--- config.mk ---
export PLATFORM = sky130hd
export DESIGN_NAME = psc_panel_ctrl
export DESIGN_NICKNAME = d
export VERILOG_FILES = /design/src/hw/psc_pkg.sv /design/src/hw/psc_debounce.sv /design/src/hw/psc_beeper.sv /design/src/hw/psc_panel_ctrl.sv
export VERILOG_INCLUDE_DIRS = /design/src /design/src/hw
export SDC_FILE = /design/constraint.sdc
export NUM_CORES = 1
export LEC_CHECK = 0
export BUFFER_PORTS_ARGS = -buffer_cell sky130_fd_sc_hd__buf_2
export CAP_MARGIN = 20
export CORE_ASPECT_RATIO = 0.8
export CORE_UTILIZATION = 36
export DETAILED_ROUTE_END_ITERATION = 6
export PLACE_DENSITY = 0.53
export SLEW_MARGIN = 30
export SYNTH_ARGS = -nofsm -noshare
export SYNTH_HDL_FRONTEND = slang
export SYNTH_SLANG_ARGS = --single-unit
--- constraint.sdc ---
create_clock -name i_clk -period 5.53 [get_ports i_clk]
set_input_delay 0.2765 -clock i_clk [delete_from_list [all_inputs] [get_ports i_clk]]
set_output_delay 0.2765 -clock i_clk [all_outputs]
set_load 0.005 [all_outputs]
--- src/hw/psc_map.svh ---
// constants for the panel setup mode controller: timing, offsets, limits
`ifndef PSC_MAP_SVH
`define PSC_MAP_SVH
// clock in hertz and times in milliseconds, cycle counts derived from them
`define PSC_CLK_HZ 40000000
`define PSC_CLK_KHZ (`PSC_CLK_HZ / 1000)
`define PSC_DEBOUNCE_MS 10
`define PSC_DEBOUNCE_CYC (`PSC_DEBOUNCE_MS * `PSC_CLK_KHZ)
`define PSC_BEEP_MS 100
`define PSC_BEEP_CYC (`PSC_BEEP_MS * `PSC_CLK_KHZ)
`define PSC_BLINK_MS 125
`define PSC_BLINK_CYC (`PSC_BLINK_MS * `PSC_CLK_KHZ)
`define PSC_G3_DELAY_MS 2000
`define PSC_G3_DELAY_CYC (`PSC_G3_DELAY_MS * `PSC_CLK_KHZ)
`define PSC_G3_IDLE_MS 5000
`define PSC_G3_IDLE_CYC (`PSC_G3_IDLE_MS * `PSC_CLK_KHZ)
// register byte offsets
`define PSC_REG_STATUS 12'h000
`define PSC_REG_GROUP1 12'h004
`define PSC_REG_TABLES 12'h008
`define PSC_REG_POWERON 12'h00c
`define PSC_REG_PAGELEN 12'h010
// menu limits and table ranges
`define PSC_G1_LAST 3'h6
`define PSC_NAT_LAST 4'he
`define PSC_ALT_LAST 2'h3
`define PSC_CP_FIRST 4'h8
`define PSC_CP_LAST 4'hc
// beep counts
`define PSC_BEEPS_ONE 3'h1
`define PSC_BEEPS_TWO 3'h2
`define PSC_BEEPS_FIVE 3'h5
// factory image: every group one setting shown with the ready led off
`define PSC_NV_FACTORY 33'h0_0000_0000
`endif

--- src/hw/psc_pkg.sv ---
// types shared by the panel setup mode controller modules
package psc_pkg;
	typedef enum logic [2:0] {
		MD_INIT = 3'h0, MD_G3WAIT = 3'h1, MD_G3 = 3'h3, MD_READY = 3'h2,
		MD_G1 = 3'h6, MD_G2 = 3'h7, MD_SELFTEST = 3'h5, MD_DUMP = 3'h4
	} psc_mode_e;
	// led code: off, on, blink, fast blink
	typedef logic [1:0] psc_led_t;
	typedef struct packed {logic font; logic pause; logic feed;} psc_btn_s;
	typedef struct packed {logic font; logic cond; logic ready;} psc_ledpin_s;
	typedef struct packed {
		logic emul; logic pitch; logic [1:0] plen; logic skip;
		logic zero; logic tear; logic autolf;
	} psc_g1_s;
	typedef struct packed {logic buf_en; logic draft_hi; logic auto_cr;} psc_pwr_s;
	typedef struct packed {
		logic [1:0][7:0] plen; psc_pwr_s pwr; logic [1:0] tab_alt;
		logic [3:0] tab_nat; psc_g1_s g1;
	} psc_nv_s;
	typedef struct packed {logic valid; logic bin; logic [7:0] lines;} psc_sheet_s;
	typedef struct packed {logic valid; logic [7:0] data;} psc_byte_s;
	typedef struct packed {logic valid; logic [15:0] hex; logic [7:0] chr;} psc_dump_s;
	typedef struct packed {logic s1; logic s2; logic lvl; logic press; logic [19:0] cnt;}
		psc_deb_s;
	typedef struct packed {logic beep; logic [3:0] left; logic [22:0] cnt;} psc_bz_s;
	typedef struct packed {
		psc_mode_e mode; logic [2:0] param; psc_nv_s nv; logic [27:0] tmr;
		logic [22:0] blk; logic [1:0] ph; psc_ledpin_s led; logic nv_we;
		logic beep_go; logic [2:0] beep_n; logic prt_def; logic prt_tab;
		logic prt_lines; logic cr_req; logic hi_pr; psc_dump_s dump;
		logic pan_font; logic pan_feed; logic pready; logic pslverr;
		logic [31:0] prdata;
	} psc_st_s;
endpackage : psc_pkg

--- src/hw/psc_debounce.sv ---
// button synchroniser and debouncer with one pulse per press
module psc_debounce #(
	parameter int unsigned DEB_CYC = 400000
) (
	// clock and reset
	input wire logic i_clk,
	input wire logic i_rstn,
	// raw pin and clean outputs
	input wire logic i_pin,
	output logic o_level,
	output logic o_press
);
	import psc_pkg::*;
	localparam logic [19:0] LIM = 20'(DEB_CYC - 1);
	psc_deb_s q, d;

	// level only follows after it has been stable for the whole window
	always_comb begin
		d = q;
		d.s1 = i_pin;
		d.s2 = q.s1;
		d.press = 1'b0;
		if (q.s2 != q.lvl) begin
			d.cnt = q.cnt + 20'h1;
			if (q.cnt == LIM) begin
				d.lvl = q.s2;
				d.press = q.s2;
				d.cnt = '0;
			end
		end else begin
			d.cnt = '0;
		end
	end

	// state register
	always_ff @(posedge i_clk) begin
		if (!i_rstn) begin
			q <= '0;
		end else begin
			q <= d;
		end
	end

	assign o_level = q.lvl;
	assign o_press = q.press;
endmodule : psc_debounce

--- src/hw/psc_beeper.sv ---
// buzzer sequencer: n beeps of one period each, one period apart
module psc_beeper #(
	parameter int unsigned BEEP_CYC = 4000000
) (
	// clock and reset
	input wire logic i_clk,
	input wire logic i_rstn,
	// request
	input wire logic i_go,
	input wire logic [2:0] i_count,
	// buzzer drive and status
	output logic o_beep,
	output logic o_busy
);
	import psc_pkg::*;
	localparam logic [22:0] LIM = 23'(BEEP_CYC - 1);
	psc_bz_s q, d;

	// a new request restarts the pattern, so a late confirm is never merged
	always_comb begin
		d = q;
		if (i_go && i_count != 3'h0) begin
			d.beep = 1'b1;
			d.left = 4'({i_count, 1'b0} - 4'h1);
			d.cnt = '0;
		end else if (q.cnt == LIM) begin
			d.cnt = '0;
			if (q.left != 4'h0) begin
				d.left = q.left - 4'h1;
				d.beep = ~q.beep;
			end else begin
				d.beep = 1'b0;
			end
		end else begin
			d.cnt = q.cnt + 23'h1;
		end
	end

	// state register
	always_ff @(posedge i_clk) begin
		if (!i_rstn) begin
			q <= '0;
		end else begin
			q <= d;
		end
	end

	assign o_beep = q.beep;
	assign o_busy = q.beep | (q.left != 4'h0);
endmodule : psc_beeper

--- src/hw/psc_panel_ctrl.sv ---
// front-panel setup mode controller with apb register access
`include "psc_map.svh"

// Overview of operation
// - font held: defaults menu, beep, print
// - font press selects next group one parameter
// - pause press steps value, ready led shows
// - after last parameter wrap to first
// - commit selections to nonvolatile image
// - factory value is ready led off
// - font+pause held: table menu, beep, print
// - font press selects next table, three leds
// - native code page table makes 80-9f printable
// - alternate table one control, two printable
// - separate table selection per emulation
// - pause+feed held: power-on settings toggles
// - auto cr: line feed returns to margin
// - idle timeout: five beeps, store, leave
// - leave settings menu into ready state
// - feed held: self-test, panel still works
// - self-test stores measured sheet line count
// - separate page length per feeder bin
// - pause held: hexadecimal dump mode
// - nonprintable dump byte shown as period
// - initialization loads settings from image
module psc_panel_ctrl #(
	parameter int unsigned DEB_CYC = `PSC_DEBOUNCE_CYC,
	parameter int unsigned BEEP_CYC = `PSC_BEEP_CYC,
	parameter int unsigned BLINK_CYC = `PSC_BLINK_CYC,
	parameter int unsigned DELAY_CYC = `PSC_G3_DELAY_CYC,
	parameter int unsigned IDLE_CYC = `PSC_G3_IDLE_CYC
) (
	// clock and reset
	input wire logic i_clk,
	input wire logic i_rstn,
	// apb slave
	input wire logic i_psel,
	input wire logic i_penable,
	input wire logic i_pwrite,
	input wire logic [11:0] i_paddr,
	input wire logic [31:0] i_pwdata,
	output logic [31:0] o_prdata,
	output logic o_pready,
	output logic o_pslverr,
	// operator panel
	input wire psc_pkg::psc_btn_s i_btn,
	output psc_pkg::psc_ledpin_s o_led,
	output logic o_beep,
	// nonvolatile image
	input wire psc_pkg::psc_nv_s i_nv_image,
	input wire logic i_nv_blank,
	output psc_pkg::psc_nv_s o_nv_image,
	output logic o_nv_we,
	// print engine side
	input wire logic i_lf_cmd,
	input wire psc_pkg::psc_sheet_s i_sheet,
	input wire psc_pkg::psc_byte_s i_rx,
	output psc_pkg::psc_mode_e o_mode,
	output logic o_cr_req,
	output logic o_hi_printable,
	output logic o_print_defaults,
	output logic o_print_table,
	output logic o_print_lines,
	output psc_pkg::psc_dump_s o_dump,
	output logic o_panel_font,
	output logic o_panel_feed
);
	import psc_pkg::*;

	localparam psc_led_t L_OFF = 2'h0;
	localparam psc_led_t L_ON = 2'h1;
	localparam psc_led_t L_BLK = 2'h2;
	localparam psc_led_t L_FST = 2'h3;
	localparam logic [27:0] SETTLE_LIM = 28'(2 * DEB_CYC);
	localparam logic [27:0] DELAY_LIM = 28'(DELAY_CYC);
	localparam logic [27:0] IDLE_LIM = 28'(IDLE_CYC);
	localparam logic [22:0] BLK_LIM = 23'(BLINK_CYC - 1);

	psc_st_s q, d;
	logic [2:0] raw, lvl, prs;
	psc_btn_s hold, press;
	logic bz_busy;
	logic bz_out;
	logic acc;
	logic [31:0] rd;
	logic rd_ok;
	logic [5:0] tab_led;

	// turn a led code into a pin level using the blink phase
	function automatic logic led_lvl(input psc_led_t c, input logic [1:0] ph);
		case (c)
			L_OFF: led_lvl = 1'b0;
			L_ON: led_lvl = 1'b1;
			L_BLK: led_lvl = ph[1];
			L_FST: led_lvl = ph[0];
			default: led_lvl = 1'b0;
		endcase
	endfunction : led_lvl

	// table index n shows as base-three digits of n+1 on font, cond, ready
	function automatic logic [5:0] tri_leds(input logic [3:0] n);
		logic [4:0] v;
		v = {1'b0, n} + 5'h1;
		tri_leds = {2'(v / 5'h9), 2'((v / 5'h3) % 5'h3), 2'(v % 5'h3)};
	endfunction : tri_leds

	// ascii of one hex digit
	function automatic logic [7:0] hex_chr(input logic [3:0] n);
		hex_chr = (n < 4'ha) ? (8'h30 + {4'h0, n}) : (8'h37 + {4'h0, n});
	endfunction : hex_chr

	// one debouncer for each button
	assign raw = i_btn;
	generate
		for (genvar i = 0; i < 3; i++) begin : g_deb
			psc_debounce #(.DEB_CYC(DEB_CYC)) u_deb (
				.i_clk(i_clk),
				.i_rstn(i_rstn),
				.i_pin(raw[i]),
				.o_level(lvl[i]),
				.o_press(prs[i])
			);
		end
	endgenerate
	assign hold = lvl;
	assign press = prs;

	// buzzer pattern generator
	psc_beeper #(.BEEP_CYC(BEEP_CYC)) u_bz (
		.i_clk(i_clk),
		.i_rstn(i_rstn),
		.i_go(q.beep_go),
		.i_count(q.beep_n),
		.o_beep(bz_out),
		.o_busy(bz_busy)
	);

	// apb read mux; an unmapped address answers with an error
	assign acc = i_psel & i_penable;
	always_comb begin
		rd = 32'h0000_0000;
		rd_ok = 1'b1;
		case (i_paddr)
			`PSC_REG_STATUS: rd = {24'h00_0000, 1'b0, q.param, bz_busy, q.mode};
			`PSC_REG_GROUP1: rd = {24'h00_0000, q.nv.g1};
			`PSC_REG_TABLES: rd = {26'h000_0000, q.nv.tab_alt, q.nv.tab_nat};
			`PSC_REG_POWERON: rd = {29'h0000_0000, q.nv.pwr};
			`PSC_REG_PAGELEN: rd = {16'h0000, q.nv.plen};
			default: rd_ok = 1'b0;
		endcase
	end

	// leds of the selected table for the active emulation
	assign tab_led = tri_leds(q.nv.g1.emul ? {2'h0, q.nv.tab_alt} : q.nv.tab_nat);

	// next state of the whole controller
	always_comb begin
		d = q;
		d.nv_we = 1'b0;
		d.beep_go = 1'b0;
		d.prt_def = 1'b0;
		d.prt_tab = 1'b0;
		d.prt_lines = 1'b0;
		d.dump.valid = 1'b0;
		d.pan_font = 1'b0;
		d.pan_feed = 1'b0;
		d.tmr = q.tmr + 28'h1;
		// shared blink phase: bit0 fast, bit1 two times slower
		if (q.blk == BLK_LIM) begin
			d.blk = '0;
			d.ph = q.ph + 2'h1;
		end else begin
			d.blk = q.blk + 23'h1;
		end
		case (q.mode)
			MD_INIT: begin
				// wait long enough for a held button to pass the debouncer
				if (q.tmr == SETTLE_LIM) begin
					d.tmr = '0;
					d.nv = i_nv_blank ? psc_nv_s'(`PSC_NV_FACTORY) : i_nv_image;
					d.beep_n = `PSC_BEEPS_ONE;
					if (hold.font && hold.pause) begin
						d.mode = MD_G2;
						d.beep_go = 1'b1;
						d.prt_tab = 1'b1;
					end else if (hold.font) begin
						d.mode = MD_G1;
						d.param = 3'h0;
						d.beep_go = 1'b1;
						d.prt_def = 1'b1;
					end else if (hold.pause && hold.feed) begin
						d.mode = MD_G3WAIT;
					end else if (hold.feed) begin
						d.mode = MD_SELFTEST;
					end else if (hold.pause) begin
						d.mode = MD_DUMP;
					end else begin
						d.mode = MD_READY;
					end
				end
			end
			MD_G1: begin
				if (press.font) begin
					d.param = (q.param == `PSC_G1_LAST) ? 3'h0 : q.param + 3'h1;
				end
				if (press.pause) begin
					d.nv_we = 1'b1;
					case (q.param)
						3'h0: d.nv.g1.emul = ~q.nv.g1.emul;
						3'h1: d.nv.g1.pitch = ~q.nv.g1.pitch;
						3'h2: d.nv.g1.plen = q.nv.g1.plen + 2'h1;
						3'h3: d.nv.g1.skip = ~q.nv.g1.skip;
						3'h4: d.nv.g1.zero = ~q.nv.g1.zero;
						3'h5: d.nv.g1.tear = ~q.nv.g1.tear;
						default: d.nv.g1.autolf = ~q.nv.g1.autolf;
					endcase
				end
			end
			MD_G2: begin
				// next table of the active emulation only
				if (press.font) begin
					d.nv_we = 1'b1;
					if (q.nv.g1.emul) begin
						d.nv.tab_alt = q.nv.tab_alt + 2'h1;
					end else begin
						d.nv.tab_nat = (q.nv.tab_nat == `PSC_NAT_LAST) ? 4'h0
							: q.nv.tab_nat + 4'h1;
					end
				end
			end
			MD_G3WAIT: begin
				// ignore buttons until the hands are off
				if (q.tmr == DELAY_LIM) begin
					d.mode = MD_G3;
					d.tmr = '0;
				end
			end
			MD_G3: begin
				// toggle and confirm with one or two beeps
				if (press.pause || press.feed || press.font) begin
					d.tmr = '0;
					d.beep_go = 1'b1;
					if (press.pause) begin
						d.nv.pwr.buf_en = ~q.nv.pwr.buf_en;
					end else if (press.feed) begin
						d.nv.pwr.draft_hi = ~q.nv.pwr.draft_hi;
					end else begin
						d.nv.pwr.auto_cr = ~q.nv.pwr.auto_cr;
					end
					d.beep_n = ((press.pause && !q.nv.pwr.buf_en)
						|| (!press.pause && press.feed && !q.nv.pwr.draft_hi)
						|| (!press.pause && !press.feed && !q.nv.pwr.auto_cr))
						? `PSC_BEEPS_TWO : `PSC_BEEPS_ONE;
				end else if (q.tmr == IDLE_LIM) begin
					d.beep_go = 1'b1;
					d.beep_n = `PSC_BEEPS_FIVE;
					d.nv_we = 1'b1;
					d.mode = MD_READY;
				end
			end
			MD_READY, MD_SELFTEST: begin
				// panel presses passed to the paper and font logic
				d.pan_font = press.font;
				d.pan_feed = press.feed;
				if (q.mode == MD_SELFTEST && i_sheet.valid) begin
					d.nv.plen[i_sheet.bin] = i_sheet.lines;
					d.nv_we = 1'b1;
					d.prt_lines = 1'b1;
				end
			end
			MD_DUMP: begin
				if (i_rx.valid) begin
					d.dump.valid = 1'b1;
					d.dump.hex = {hex_chr(i_rx.data[7:4]), hex_chr(i_rx.data[3:0])};
					d.dump.chr = (i_rx.data >= 8'h20 && i_rx.data <= 8'h7e)
						? i_rx.data : 8'h2e;
				end
			end
			default: d.mode = MD_INIT;
		endcase
		d.cr_req = i_lf_cmd & q.nv.pwr.auto_cr;
		// upper control range printable or not
		d.hi_pr = q.nv.g1.emul ? q.nv.tab_alt[0]
			: (q.nv.tab_nat >= `PSC_CP_FIRST && q.nv.tab_nat <= `PSC_CP_LAST);
		// led drive for the current mode
		d.led = '{font: 1'b0, cond: 1'b0, ready: (q.mode != MD_INIT)};
		if (q.mode == MD_G1) begin
			d.led.font = led_lvl((q.param < 3'h2) ? L_OFF : (q.param < 3'h4) ? L_ON
				: L_BLK, q.ph);
			d.led.cond = led_lvl((q.param == 3'h2 || q.param == 3'h4) ? L_OFF
				: (q.param == 3'h0 || q.param == 3'h5) ? L_ON : L_BLK, q.ph);
			// page length takes two bits, so later parameters sit one bit lower
			d.led.ready = led_lvl((q.param == 3'h2) ? q.nv.g1.plen
				: {1'b0, q.nv.g1[(q.param < 3'h2) ? 3'h7 - q.param : 3'h6 - q.param]}, q.ph);
		end else if (q.mode == MD_G2) begin
			d.led.font = led_lvl(tab_led[5:4], q.ph);
			d.led.cond = led_lvl(tab_led[3:2], q.ph);
			d.led.ready = led_lvl(tab_led[1:0], q.ph);
		end
		// apb: one wait state, read data registered with pready, write data taken at the completing edge
		d.pready = acc & ~q.pready;
		d.pslverr = acc & ~q.pready & ~rd_ok;
		if (acc && !q.pready) begin
			d.prdata = i_pwrite ? 32'h0000_0000 : rd;
		end
		// software writes are committed like panel changes
		if (acc && q.pready && i_pwrite && !q.pslverr) begin
			case (i_paddr)
				`PSC_REG_GROUP1: begin
					d.nv.g1 = i_pwdata[7:0];
					d.nv_we = 1'b1;
				end
				`PSC_REG_TABLES: begin
					d.nv.tab_alt = i_pwdata[5:4];
					if (i_pwdata[3:0] <= `PSC_NAT_LAST) begin
						d.nv.tab_nat = i_pwdata[3:0];
					end
					d.nv_we = 1'b1;
				end
				`PSC_REG_POWERON: begin
					d.nv.pwr = i_pwdata[2:0];
					d.nv_we = 1'b1;
				end
				`PSC_REG_PAGELEN: begin
					d.nv.plen = i_pwdata[15:0];
					d.nv_we = 1'b1;
				end
				default: d.pslverr = 1'b0; // status is read only; keep any panel commit
			endcase
		end
	end

	// state register; every output except o_beep is taken from it
	always_ff @(posedge i_clk) begin
		if (!i_rstn) begin
			q <= '0;
		end else begin
			q <= d;
		end
	end

	assign o_prdata = q.prdata;
	assign o_pready = q.pready;
	assign o_pslverr = q.pslverr;
	assign o_led = q.led;
	assign o_beep = bz_out;
	assign o_nv_image = q.nv;
	assign o_nv_we = q.nv_we;
	assign o_mode = q.mode;
	assign o_cr_req = q.cr_req;
	assign o_hi_printable = q.hi_pr;
	assign o_print_defaults = q.prt_def;
	assign o_print_table = q.prt_tab;
	assign o_print_lines = q.prt_lines;
	assign o_dump = q.dump;
	assign o_panel_font = q.pan_font;
	assign o_panel_feed = q.pan_feed;

	property p_wrap;
		@(posedge i_clk) disable iff (!i_rstn)
		q.mode == MD_G1 && q.param == 3'h6 && press.font |=> q.param == 3'h0;
	endproperty
	a_wrap: assert property (p_wrap) else $error("menu did not wrap");
	property p_adv;
		@(posedge i_clk) disable iff (!i_rstn)
		q.mode == MD_G1 && q.param < 3'h6 && press.font |=> q.param == 3'($past(q.param) + 1);
	endproperty
	a_adv: assert property (p_adv) else $error("parameter not advanced");
	property p_step;
		@(posedge i_clk) disable iff (!i_rstn)
		q.mode == MD_G1 && q.param == 3'h0 && press.pause && !acc
			|=> q.nv.g1.emul != $past(q.nv.g1.emul) && q.nv_we;
	endproperty
	a_step: assert property (p_step) else $error("value not stepped");
	property p_g1in;
		@(posedge i_clk) disable iff (!i_rstn)
		q.mode == MD_G1 && $past(q.mode) == MD_INIT |-> q.beep_go && q.beep_n == 3'h1 && q.prt_def;
	endproperty
	a_g1in: assert property (p_g1in) else $error("menu entry without beep");
	property p_cp;
		@(posedge i_clk) disable iff (!i_rstn)
		!q.nv.g1.emul && q.nv.tab_nat >= 4'h8 && q.nv.tab_nat <= 4'hc |=> q.hi_pr;
	endproperty
	a_cp: assert property (p_cp) else $error("code page not printable");
	property p_alt;
		@(posedge i_clk) disable iff (!i_rstn)
		q.nv.g1.emul && !q.nv.tab_alt[0] |=> !q.hi_pr;
	endproperty
	a_alt: assert property (p_alt) else $error("variant one not control");
	property p_idle;
		@(posedge i_clk) disable iff (!i_rstn)
		q.mode == MD_G3 && q.tmr == IDLE_LIM && prs == 3'h0
			|=> q.mode == MD_READY && q.beep_n == 3'h5 && q.beep_go ##1 q.mode == MD_READY;
	endproperty
	a_idle: assert property (p_idle) else $error("idle exit wrong");
	property p_dot;
		@(posedge i_clk) disable iff (!i_rstn)
		q.mode == MD_DUMP && i_rx.valid && i_rx.data > 8'h7e |=> q.dump.valid && q.dump.chr == 8'h2e;
	endproperty
	a_dot: assert property (p_dot) else $error("nonprintable not a period");
	property p_cr;
		@(posedge i_clk) disable iff (!i_rstn)
		i_lf_cmd && q.nv.pwr.auto_cr |=> q.cr_req;
	endproperty
	a_cr: assert property (p_cr) else $error("no carriage return");
endmodule : psc_panel_ctrl

* Word level (Yosys, flattened, before mapping)
Cells that the tools add are included.
** Word-level totals
- Bits in registers :: 266
- Input bits :: 106
- Output and inout bits :: 107
- Logic and storage cells :: 338
** Operators by class
- Add/sub/neg operators :: 20
- Div/mod/pow operators :: 4
- Magnitude comparators :: 12
- Equal/unequal tests :: 55
- Multiplexer cells :: 98
- Bitwise gates (word level) :: 23
- Reduce and logical (&&, ||, !) cells :: 70
** Operators with widths (count)
- $mux W28 :: 3
- $pmux W28 S3 :: 1
- $pmux W16 S5 :: 1
- $mux W67 :: 1
- $mux W33 :: 2
- $add A20 B1 Y20 const B :: 3
- $eq A20 B19 Y1 const B :: 3
- $mux W3 :: 17
- $add A23 B1 Y23 const B :: 2
- $mux W16 :: 2
- $mux W32 :: 1
- $mux W8 :: 4
- $pmux W16 S2 :: 1
- $add A28 B1 Y28 const B :: 1
- $add A6 B4 Y7 const A :: 4
- $eq A28 B20 Y1 const B :: 1
- $eq A28 B27 Y1 const B :: 1
- $eq A28 B28 Y1 const B :: 1
- $pmux W1 S4 :: 7
- $mux W1 :: 25
- $mux W25 :: 1
- $eq A12 B4 Y1 const B :: 2
- $eq A2 B2 Y1 const B :: 12
- $mux W4 :: 6
- other kinds (65) :: 180

* Depth between registers and ports, before layout
Gate-level depths: netlist of the first run.
- Depth in word-level cells :: 10
- Mapped depth :: 22
- Gate-level depth less buffers :: 19

* By module
From an unflattened synthesis of the first run, not the netlist that was laid out.
** Second synthesis, totals
- Cells, all modules :: 1602
- Area, all modules :: 13197.7 sq um
** Modules (own cells, without submodules)
- psc_panel_ctrl :: instances 1, cells an instance 1074, area each 8555.7 sq um, sequential area each 2962.8 sq um
- psc_debounce :: instances 3, cells an instance 119, area each 1079.8 sq um, sequential area each 480.5 sq um
- psc_beeper :: instances 1, cells an instance 171, area each 1402.6 sq um, sequential area each 560.5 sq um

* Worst setup path after synthesis of the first run
OpenSTA, ideal clock, no wires.
- Path type :: register -> register
- Start point :: register q, in the netlist o_nv_image[7]
- End point :: register q, in the netlist o_led[1]
- Setup time :: 0.106 ns
- Arrival :: 4.289 ns
- Required time :: 5.424 ns
- Setup slack :: 1.135 ns
- Stages on the path, launching flop included :: 22
- Buffers on the path :: 3
- Period minus slack after synthesis :: 4.395 ns
- Path through :: dfxtp_1 -> clkbuf_1 -> clkbuf_1 -> nand2_1 -> o21a_1 -> inv_1 -> ha_1 -> clkbuf_1 -> a21oi_1 -> nor2_1 -> nor3_1 -> ha_1 -> or3b_2 -> a2bb2oi_1 -> o221a_2 -> or3_1 -> o21ai_0 -> ha_1 -> a2111oi_0 -> a311o_1 -> and2_1 -> o311ai_0
** On the way
- Cells in the longest elaborated chain, start to end :: 8
- Elaborated cells between the ends (all ways) :: 11
- Those cells by class :: add/sub: 1; div: 2; eq/ne: 3; mux: 4; reduce/logical: 1
** Ends and longest elaborated chain
- start, declared :: RTL line psc_panel_ctrl.sv:79 : psc_st_s q, d;
- start signal, assigned :: RTL line psc_panel_ctrl.sv:336 : q <= '0;
- start signal, assigned :: RTL line psc_panel_ctrl.sv:338 : q <= d;
- $mux W4 (*) :: RTL line psc_panel_ctrl.sv:154 : assign tab_led = tri_leds(q.nv.g1.emul ? {2'h0, q.nv.tab_alt} : q.nv.tab_nat);
- $add A4 B1 Y5 (*) :: RTL line psc_panel_ctrl.sv:103 : v = {1'b0, n} + 5'h1;
- $div A5 B2 Y5 (*) :: RTL line psc_panel_ctrl.sv:104 : tri_leds = {2'(v / 5'h9), 2'((v / 5'h3) % 5'h3), 2'(v % 5'h3)};
- $mod A5 B2 Y5 (*) :: RTL line psc_panel_ctrl.sv:104
- $eq A2 B2 Y1 (tied with other cells) :: RTL line psc_panel_ctrl.sv:91 : case (c)
- $pmux W1 S4 (*) :: RTL line psc_panel_ctrl.sv:91
- $mux W3 (*) :: RTL line psc_panel_ctrl.sv:295 : end else if (q.mode == MD_G2) begin
- $mux W3 (*) :: RTL line psc_panel_ctrl.sv:287 : if (q.mode == MD_G1) begin
Mark *: on every way between the ends. The rest lies on a longest branch, timed or not.
A chain may end at the register's enable or synchronous reset.

* Worst setup path after layout of the first run
Same ends and word-level chain as after synthesis.

==> reports/qor.yml, run 1 <==
layout:
  design_area_mm2: 0.0144
  syn_to_final_growth_pct: 13.0
  fin_cells: 2135
  mostFrequentLayoutCells: "248 x dfxtp_1, 235 x nor2_1, 178 x buf_2, 124 x nand2_1, 86 x nand3_1"
  antenna_cells: 0
  nNetsFinal: 1777
  drive_gt1_share_pct: 15.1
  final_common_cell: "dfxtp_1"
setup_path:
  max_stage_delay_ns: 0.55
  crit_top_cell: "ha_1"
  timing.rr.start: "o_nv_image[7]$_SDFF_PN0_"
  worstSetupEndpointType: "flip-flop"
  cp_max_fo: 10
  cp_cell_sequence: "mux2i_1, inv_1, ha_1, xnor2_1, ha_1, or3b_2, a2bb2oi_1, o221a_2, or3_1, o21ai_0, ha_1, a2111oi_0, a311o_1, and2_1, o311ai_0"
  crit_arrival_ns: 5.20
  worstReg2RegEnd: "o_led[1]$_SDFF_PN0_"
  path_class: "flip-flop to flip-flop"
  reg2regPathDepth: 15
  start_kind: "flip-flop"
  cp_slowest_cell: "dfxtp_1"
  cp.required_ns: 5.96
  reg2reg_slack_ns: 0.75
power:
  p_int_uw: 2950
  clockPowerShare_pct: 49.1
  peakVddDrop_mv: 0.189
  p_switching_uw: 856
  comb_power_share_pct: 3.5
  seqPwrFrac_pct: 47.4
  p_leak_uw: 0.00551
  power_density_mw_per_mm2: 265
  total_power_uw: 3800
  swShare_pct: 22.5
yosys:
  netlist_area_mm2: 0.0127
  synth-edff-count: 0
  synth_cell_types: 70
  syn_inst: 1571
  ys_seq_area_share_pct: 39.1
  ys_ff_latch: 248
  async_flop_share_pct: 0
  ys_warn_count: 0
  syn_area_per_cell_um2: 8.08
  yosys_most_used_dff: "dfxtp_1"
clock_network:
  cts_buffers: 28
  cts_root_buffer: "clkbuf_16"
  cts_max_level: 1
  cts_sinks: 248
  clk_latency_ns: 0.56
  clkTransAtPathRegs_ns: 0.06
  ctsHoldBuffers: 12
  clockBufferDepth: 3
  postCtsSetupRepairBufs: 0
  cts-resized-gates: 0
  cts_tree: "built"
route:
  drc: 0
  vias_per_cell: 5.19
  wl_per_cell_um: 16.8
  firstDrtPassIters: 5
  wl_mm: 35.9
  via_count: 11100
  drt-initial-drc-count: 792
  ant_nets: 0
sta:
  slew_headroom_pct: 37.3
  slew_violations: 0
  tightest_slew_ns: 0.939
  fin_skew_ns: 0.0102
  fmax_mhz: 209
  rsz0062_at_grt: "false"
  setup_viol: 0
  final.setup.tns_ns: 0
  worst_slack_ns: 0.754
  period_minus_slack_ns: 4.78
  fin_crit_sh_pct: 86.4
  finalHoldViolations: 0
floorplanning:
  initial_core_util_pct: 36.6
  core-area_mm2: 0.0347
  die_area_mm2: 0.0360
  die_h_um: 170
  rows: 61
  die_width_um: 212
  num_io_pins: 213
grt:
  grt_max_degree: 48
  grt_usage_pct: 19.2
  antenna_found_initial: 0
  grt.overflow.total: 0
  grt_pass1_wl_mm: 55.1
  grt_pass1_vias: 9824
min_path:
  whs_endpoint: "o_nv_image[3]$_SDFF_PN0_"
  hold_path.class: "input pin to flip-flop"
  min_from: "i_nv_image[3]"
  whs_path_depth: 3
place:
  post_dp_cell_area_mm2: 0.0133
  gp_congestion: 0.877
  dp_hpwl_mm: 26.0
  port_buffers: 178
  place_inst: 2075
  pre_cts_slack_ns: 0.888
run:
  maxCapViolations: 0
run_status:
  outcome: "finished clean"
-- worst max-delay path, delay by kind of cell (launching register included) --
family,cells,cell delay (ns)
flip-flops,1,0.55
AO/OA/AOI/OAI,6,1.38
XOR/XNOR,1,0.18
adder cells (fa/ha/maj),3,0.86
buffers and inverters,1,0.20
AND/OR/NAND/NOR,3,0.99
multiplexers,1,0.48
-- worst max-delay path by stage --
stage,startpoint,endpoint,slack [ns]
floorplan,o_nv_image[7]$_SDFF_PN0_,o_led[1]$_SDFF_PN0_,1.14
global placement,o_nv_image[7]$_SDFF_PN0_,o_led[1]$_SDFF_PN0_,1.02
detailed placement,o_nv_image[7]$_SDFF_PN0_,o_led[1]$_SDFF_PN0_,0.89
finish,o_nv_image[7]$_SDFF_PN0_,o_led[1]$_SDFF_PN0_,0.75
CTS,o_nv_image[7]$_SDFF_PN0_,o_led[1]$_SDFF_PN0_,0.84
global route,o_nv_image[7]$_SDFF_PN0_,o_led[1]$_SDFF_PN0_,0.37
-- state kept, by name, summed over array words and instances (netlist names) --
signal               cells
o_led                    3
q                       60
o_dump                  23
o_print_lines            1
o_prdata                16
o_panel_feed             1
g_deb.u_deb.o_level      3
o_cr_req                 1
o_pslverr                1
o_print_defaults         1
o_nv_we                  1
o_nv_image              33
o_mode                   3
u_bz.q                  27
o_print_table            1
g_deb.u_deb.d            3
o_hi_printable           1
o_panel_font             1
u_bz.o_beep              1
o_pready                 1
g_deb.u_deb.q           63
g_deb.u_deb.o_press      3
-- power groups by stage --
stage                     Sequential [uW]  Clock (uW)  Combinational, uW
final                                1800        1870                133
after global routing                 1800        1990                145
after CTS                            1800        1920                132
after detailed placement             1840           0                125
after global placement               1840           0                124
after floorplan                      1840           0               67.4
-- cells in the mapped netlist, drive strengths merged, types with 32 or more instances --
master    n  area (um2)
clkbuf   62         233
nand2   124         465
nor2    235         882
xnor2    50         438
inv      43         161
buf     109         777
xor2     81         709
o21ai    76         380
a21oi    82         422
dfxtp   248        4960
nand3    87         435
nor3     43         215
and3     32         200
-- metrics by stage --
stage / util, % / hold WS, ns
3_3_place_gp: 38.3 / 0.420
4_1_cts: 41.3 / 0.00214
2_1_floorplan: - / 0.404
5_1_grt: 41.3 / 0.0116
3_5_place_dp: 38.3 / 0.427
6_report: 41.3 / 0.00865
-- metal layers --
metal | vias up | GRT usage (%) | part of all wire [%]
met3 | 58 | 3.52 | 6.0
met2 | 311 | 29.5 | 43
met5 | - | 0 | 0
met1 | 5214 | 27.2 | 48
li1 | 5505 | - | -
met4 | 0 | 5.51 | 2.5
-- area by class of cell --
type | count | area, um2
multi-input combinational | 1126 | 6650
clock buffer | 44 | 862
sequential | 248 | 4960
tap | 472 | 591
fill | 3581 | 20400
timing repair buffer | 198 | 1070
inverter | 43 | 161
clock inverter | 4 | 50.0
-- cells by family after synthesis --
logic type | synth area share [%]
other | 0.0295
AOI/OAI and AO/OA | 13.7
DFF | 39.1
xor gates and xnor gates | 9.04
adders and majority gates | 2.56
muxes | 1.62
buffers and inverters | 9.22
and+or+nand+nor | 24.7
Note: power is estimated with default switching activity, not from simulation.
==> inputs of run 2 (changes only) <==
--- a/config.mk
+++ b/config.mk
@@ -6,6 +6,7 @@
 export SDC_FILE = /design/constraint.sdc
 export NUM_CORES = 1
 export LEC_CHECK = 0
+export ABC_AREA = 1
 export BUFFER_PORTS_ARGS = -buffer_cell sky130_fd_sc_hd__buf_2
 export CAP_MARGIN = 20
 export CORE_ASPECT_RATIO = 0.8
==> run 2 against run 1 <==
  * Clock power increased by 9%
  * Clock skew increased by 0.019 ns
  * Combinational power increased to 3.1 times the previous value
  * Register-to-register slack improved by 0.59 ns
  * Maximum frequency increased by 14%
  * Non-clock buffer count decreased by 1
  * Count of clock-buffer cells in the layout decreased by 3
  * Routed wire length increased by 0.49%
  * Critical path type unchanged
  * Largest cell class unchanged
==> reports/qor.yml, run 2 <==
run_status:
  outcome: "finished clean"
floorplanning:
  die_h_um: 175  # +2.9%
  rows: 62  # +1.6%
  die_width_um: 218  # +2.9%
  die_area_mm2: 0.0382  # +5.9%
  core-area_mm2: 0.0364  # +4.8%
  num_io_pins: 213  # unchanged
  initial_core_util_pct: 37.0  # +0.42 points
clock_network:
  clkTransAtPathRegs_ns: 0.07  # about the same
  ctsHoldBuffers: 12  # unchanged
  cts_root_buffer: "clkbuf_16"
  clockBufferDepth: 3  # unchanged
  postCtsSetupRepairBufs: 0  # unchanged
  cts_tree: "built"
  cts_max_level: 1  # unchanged
  cts_buffers: 28  # unchanged
  cts_sinks: 248  # unchanged
  clk_latency_ns: 0.57  # about the same
  cts-resized-gates: 0  # unchanged
sta:
  slew_headroom_pct: 36.2  # -1.1 points
  fmax_mhz: 239  # +14%
  fin_crit_sh_pct: 75.7  # -11 points
  worst_slack_ns: 1.34  # +0.591 ns
  final.setup.tns_ns: 0  # unchanged
  tightest_slew_ns: 0.954  # +0.0148 ns
  period_minus_slack_ns: 4.19  # -0.591 ns
  setup_viol: 0  # unchanged
  rsz0062_at_grt: "false"
  slew_violations: 0  # unchanged
  fin_skew_ns: 0.0293  # +0.0190 ns
  finalHoldViolations: 0  # unchanged
yosys:
  synth_top_family_by_area: "simple AND/OR/NAND/NOR gates"
  yosysTopAreaCell: "dfxtp_1"
  ys_ff_latch: 248  # unchanged
  synth-simple-area-share_pct: 29.0  # +4.3 points
  yosys-top-cells-area: "dfxtp_1 37%, nand2_1 9.2%, inv_1 7.6%, nor2_1 6.1%, buf_4 5.4%"
  yosys.area_share.xor_xnor_pct: 2.41  # -6.6 points
  synth-edff-count: 0  # unchanged
  synthMuxAreaShare_pct: 0  # -1.6 points
  synth_cell_types: 69  # -1.4%
  synth.most_common_cell: "nand2_1"
  yosys_most_used_dff: "dfxtp_1"
  synth_top_area_share_pct: 36.9  # -2.2 points
  synth_compound_area_share_pct: 14.2  # +0.51 points
  synthAdderAreaFrac_pct: 2.42  # -0.14 points
  syn_area_per_cell_um2: 7.08  # -12%
  netlist_area_mm2: 0.0135  # +6.0%
  async_flop_share_pct: 0  # unchanged
  syn_inst: 1900  # +21%
  yosys-top-cells-count: "331 x nand2_1, 274 x inv_1, 248 x dfxtp_1"
  ys_seq_area_share_pct: 36.9  # -2.2 points
  ys_warn_count: 0  # unchanged
setup_path:
  cp.required_ns: 6.04  # +0.08 ns
  worstSetupEndpointType: "flip-flop"
  path_class: "flip-flop to flip-flop"
  crit_arrival_ns: 4.69  # -0.51 ns
  cp_max_fo: 10  # unchanged
  start_kind: "flip-flop"
power:
  peakVddDrop_mv: 0.216  # +14%
  p_leak_uw: 0.00617  # +12%
  power_density_mw_per_mm2: 281  # +6.1%
place:
  port_buffers: 178  # unchanged
  gp_congestion: 0.874  # -0.26%
  pre_cts_slack_ns: 1.39  # +0.500 ns
  place_inst: 2443  # +18%
  dp_hpwl_mm: 26.8  # +2.9%
grt:
  grt_usage_pct: 18.5  # -0.67 points
  antenna_found_initial: 0  # unchanged
  grt_pass1_wl_mm: 58.0  # +5.4%
  grt.overflow.total: 0  # unchanged
  grt_pass1_vias: 11500  # +17%
  grt_max_degree: 56  # +17%
route:
  drc: 0  # unchanged
  drt-initial-drc-count: 895  # +13%
  wl_mm: 36.1  # +0.49%
  via_count: 12400  # +12%
  vias_per_cell: 4.94  # -4.9%
  ant_nets: 0  # unchanged
  wl_per_cell_um: 14.4  # -14%
  firstDrtPassIters: 6  # +1
run:
  maxCapViolations: 0  # unchanged
layout:
  syn_to_final_growth_pct: 13.3
  fin_cells: 2505  # +17%
  antenna_cells: 0  # unchanged
  top_register: "g_deb.u_deb.q"
  final_common_cell: "nand2_1"
  largest_reg_flops: 63  # unchanged
  mostFrequentLayoutCells: "331 x nand2_1, 273 x inv_1, 248 x dfxtp_1, 219 x nor2_1, 178 x buf_2"
  nNetsFinal: 2137  # +20%
  final_util_pct: 41.9  # +0.58 points
  drive_gt1_share_pct: 14.3  # -0.77 points
min_path:
  hold_path.class: "input pin to flip-flop"
-- run 2: cell count changes in the layout (fill, tap and decap cells not counted), moves of 29 or more --
| cell | previous run | this run |
|---|---|---|
| xnor2_1 | 50 | 7 |
| a21oi_1 | 81 | 111 |
| nand2_1 | 124 | 331 |
| inv_1 | 42 | 273 |
| o21ai_0 | 76 | 105 |
| xor2_1 | 81 | 30 |
| and3_1 | 32 | 2 |
-- run 2: cell families (layout without fill, tap and decap cells) --
kind of cell             Yosys count  in the layout
AO/OA/AOI/OAI                    322            322
XOR/XNOR                          37             37
buffers and inverters            425            533
flip-flops                       248            248
other                              1             18
adder cells (fa/ha/maj)           26             26
AND/OR/NAND/NOR                  841            841
-- run 2: per-layer routing --
layer  share of wire (%)  up-vias  GRT usage (%)
met5                   0        -              0
met4                 2.4        0           4.69
met3                 5.7       62           3.41
met2                  43      309           29.1
met1                  49     5634           26.0
li1                    -     6363              -
-- run 2: path summary, 6_finish.rpt --
kind / startpoint / depth (start not counted) / slack [ns] / end
max: o_nv_image[7]$_SDFF_PN0_ / 27 / 1.34 / o_led[0]$_SDFF_PN0_
min: i_nv_image[10] / 3 / 0.03 / o_nv_image[10]$_SDFF_PN0_
max reg2reg: o_nv_image[7]$_SDFF_PN0_ / 27 / 1.34 / o_led[0]$_SDFF_PN0_
min reg2reg: g_deb[0].u_deb.d[22]$_SDFF_PN0_ / 2 / 0.41 / g_deb[0].u_deb.q[22]$_SDFF_PN0_
-- run 2: where the power goes --
part           switching [uW]  internal (uW)  leakage, uW
clock network             765           1270     0.000490
registers                31.1           1810      0.00200
logic                     288            126      0.00368
total                    1080           3200      0.00617
-- run 2: final cells by class --
class / instances / area [um2]
inverter: 286 / 1080
sequential: 248 / 4960
multi-input combinational: 1244 / 6540
tap: 480 / 601
clock buffer: 41 / 831
timing repair buffer: 197 / 1060
fill: 3775 / 21100
clock inverter: 9 / 173
-- run 2: per-stage QoR --
step           cell area (um2)  power, uW  hold slack, ns
2_1_floorplan            13500       2160           0.374
3_3_place_gp             14100       2280           0.401
3_5_place_dp             14100       2290           0.400
4_1_cts                  15200       4340         0.00549
5_1_grt                  15200       4480          0.0191
6_report                 15200       4290          0.0256
-- run 2: critical path, cell delays in order (launching register included) --
cell	delay (ns)
dfxtp_1	0.68
nor2_1	0.17
nor2_1	0.37
inv_1	0.19
ha_1	0.25
xor2_1	0.23
inv_1	0.12
ha_1	0.25
nand2_1	0.07
inv_1	0.06
nand2_4	0.09
nand2_4	0.07
nand2_2	0.10
nand2_1	0.06
inv_1	0.12
ha_1	0.19
inv_1	0.05
nand3_1	0.07
nand2_1	0.06
nor2_1	0.09
nand3_1	0.10
nand2_2	0.13
nand3_2	0.12
nand2_1	0.09
nand2_1	0.07
nand3_1	0.08
nand3_1	0.08
a21oi_2	0.14
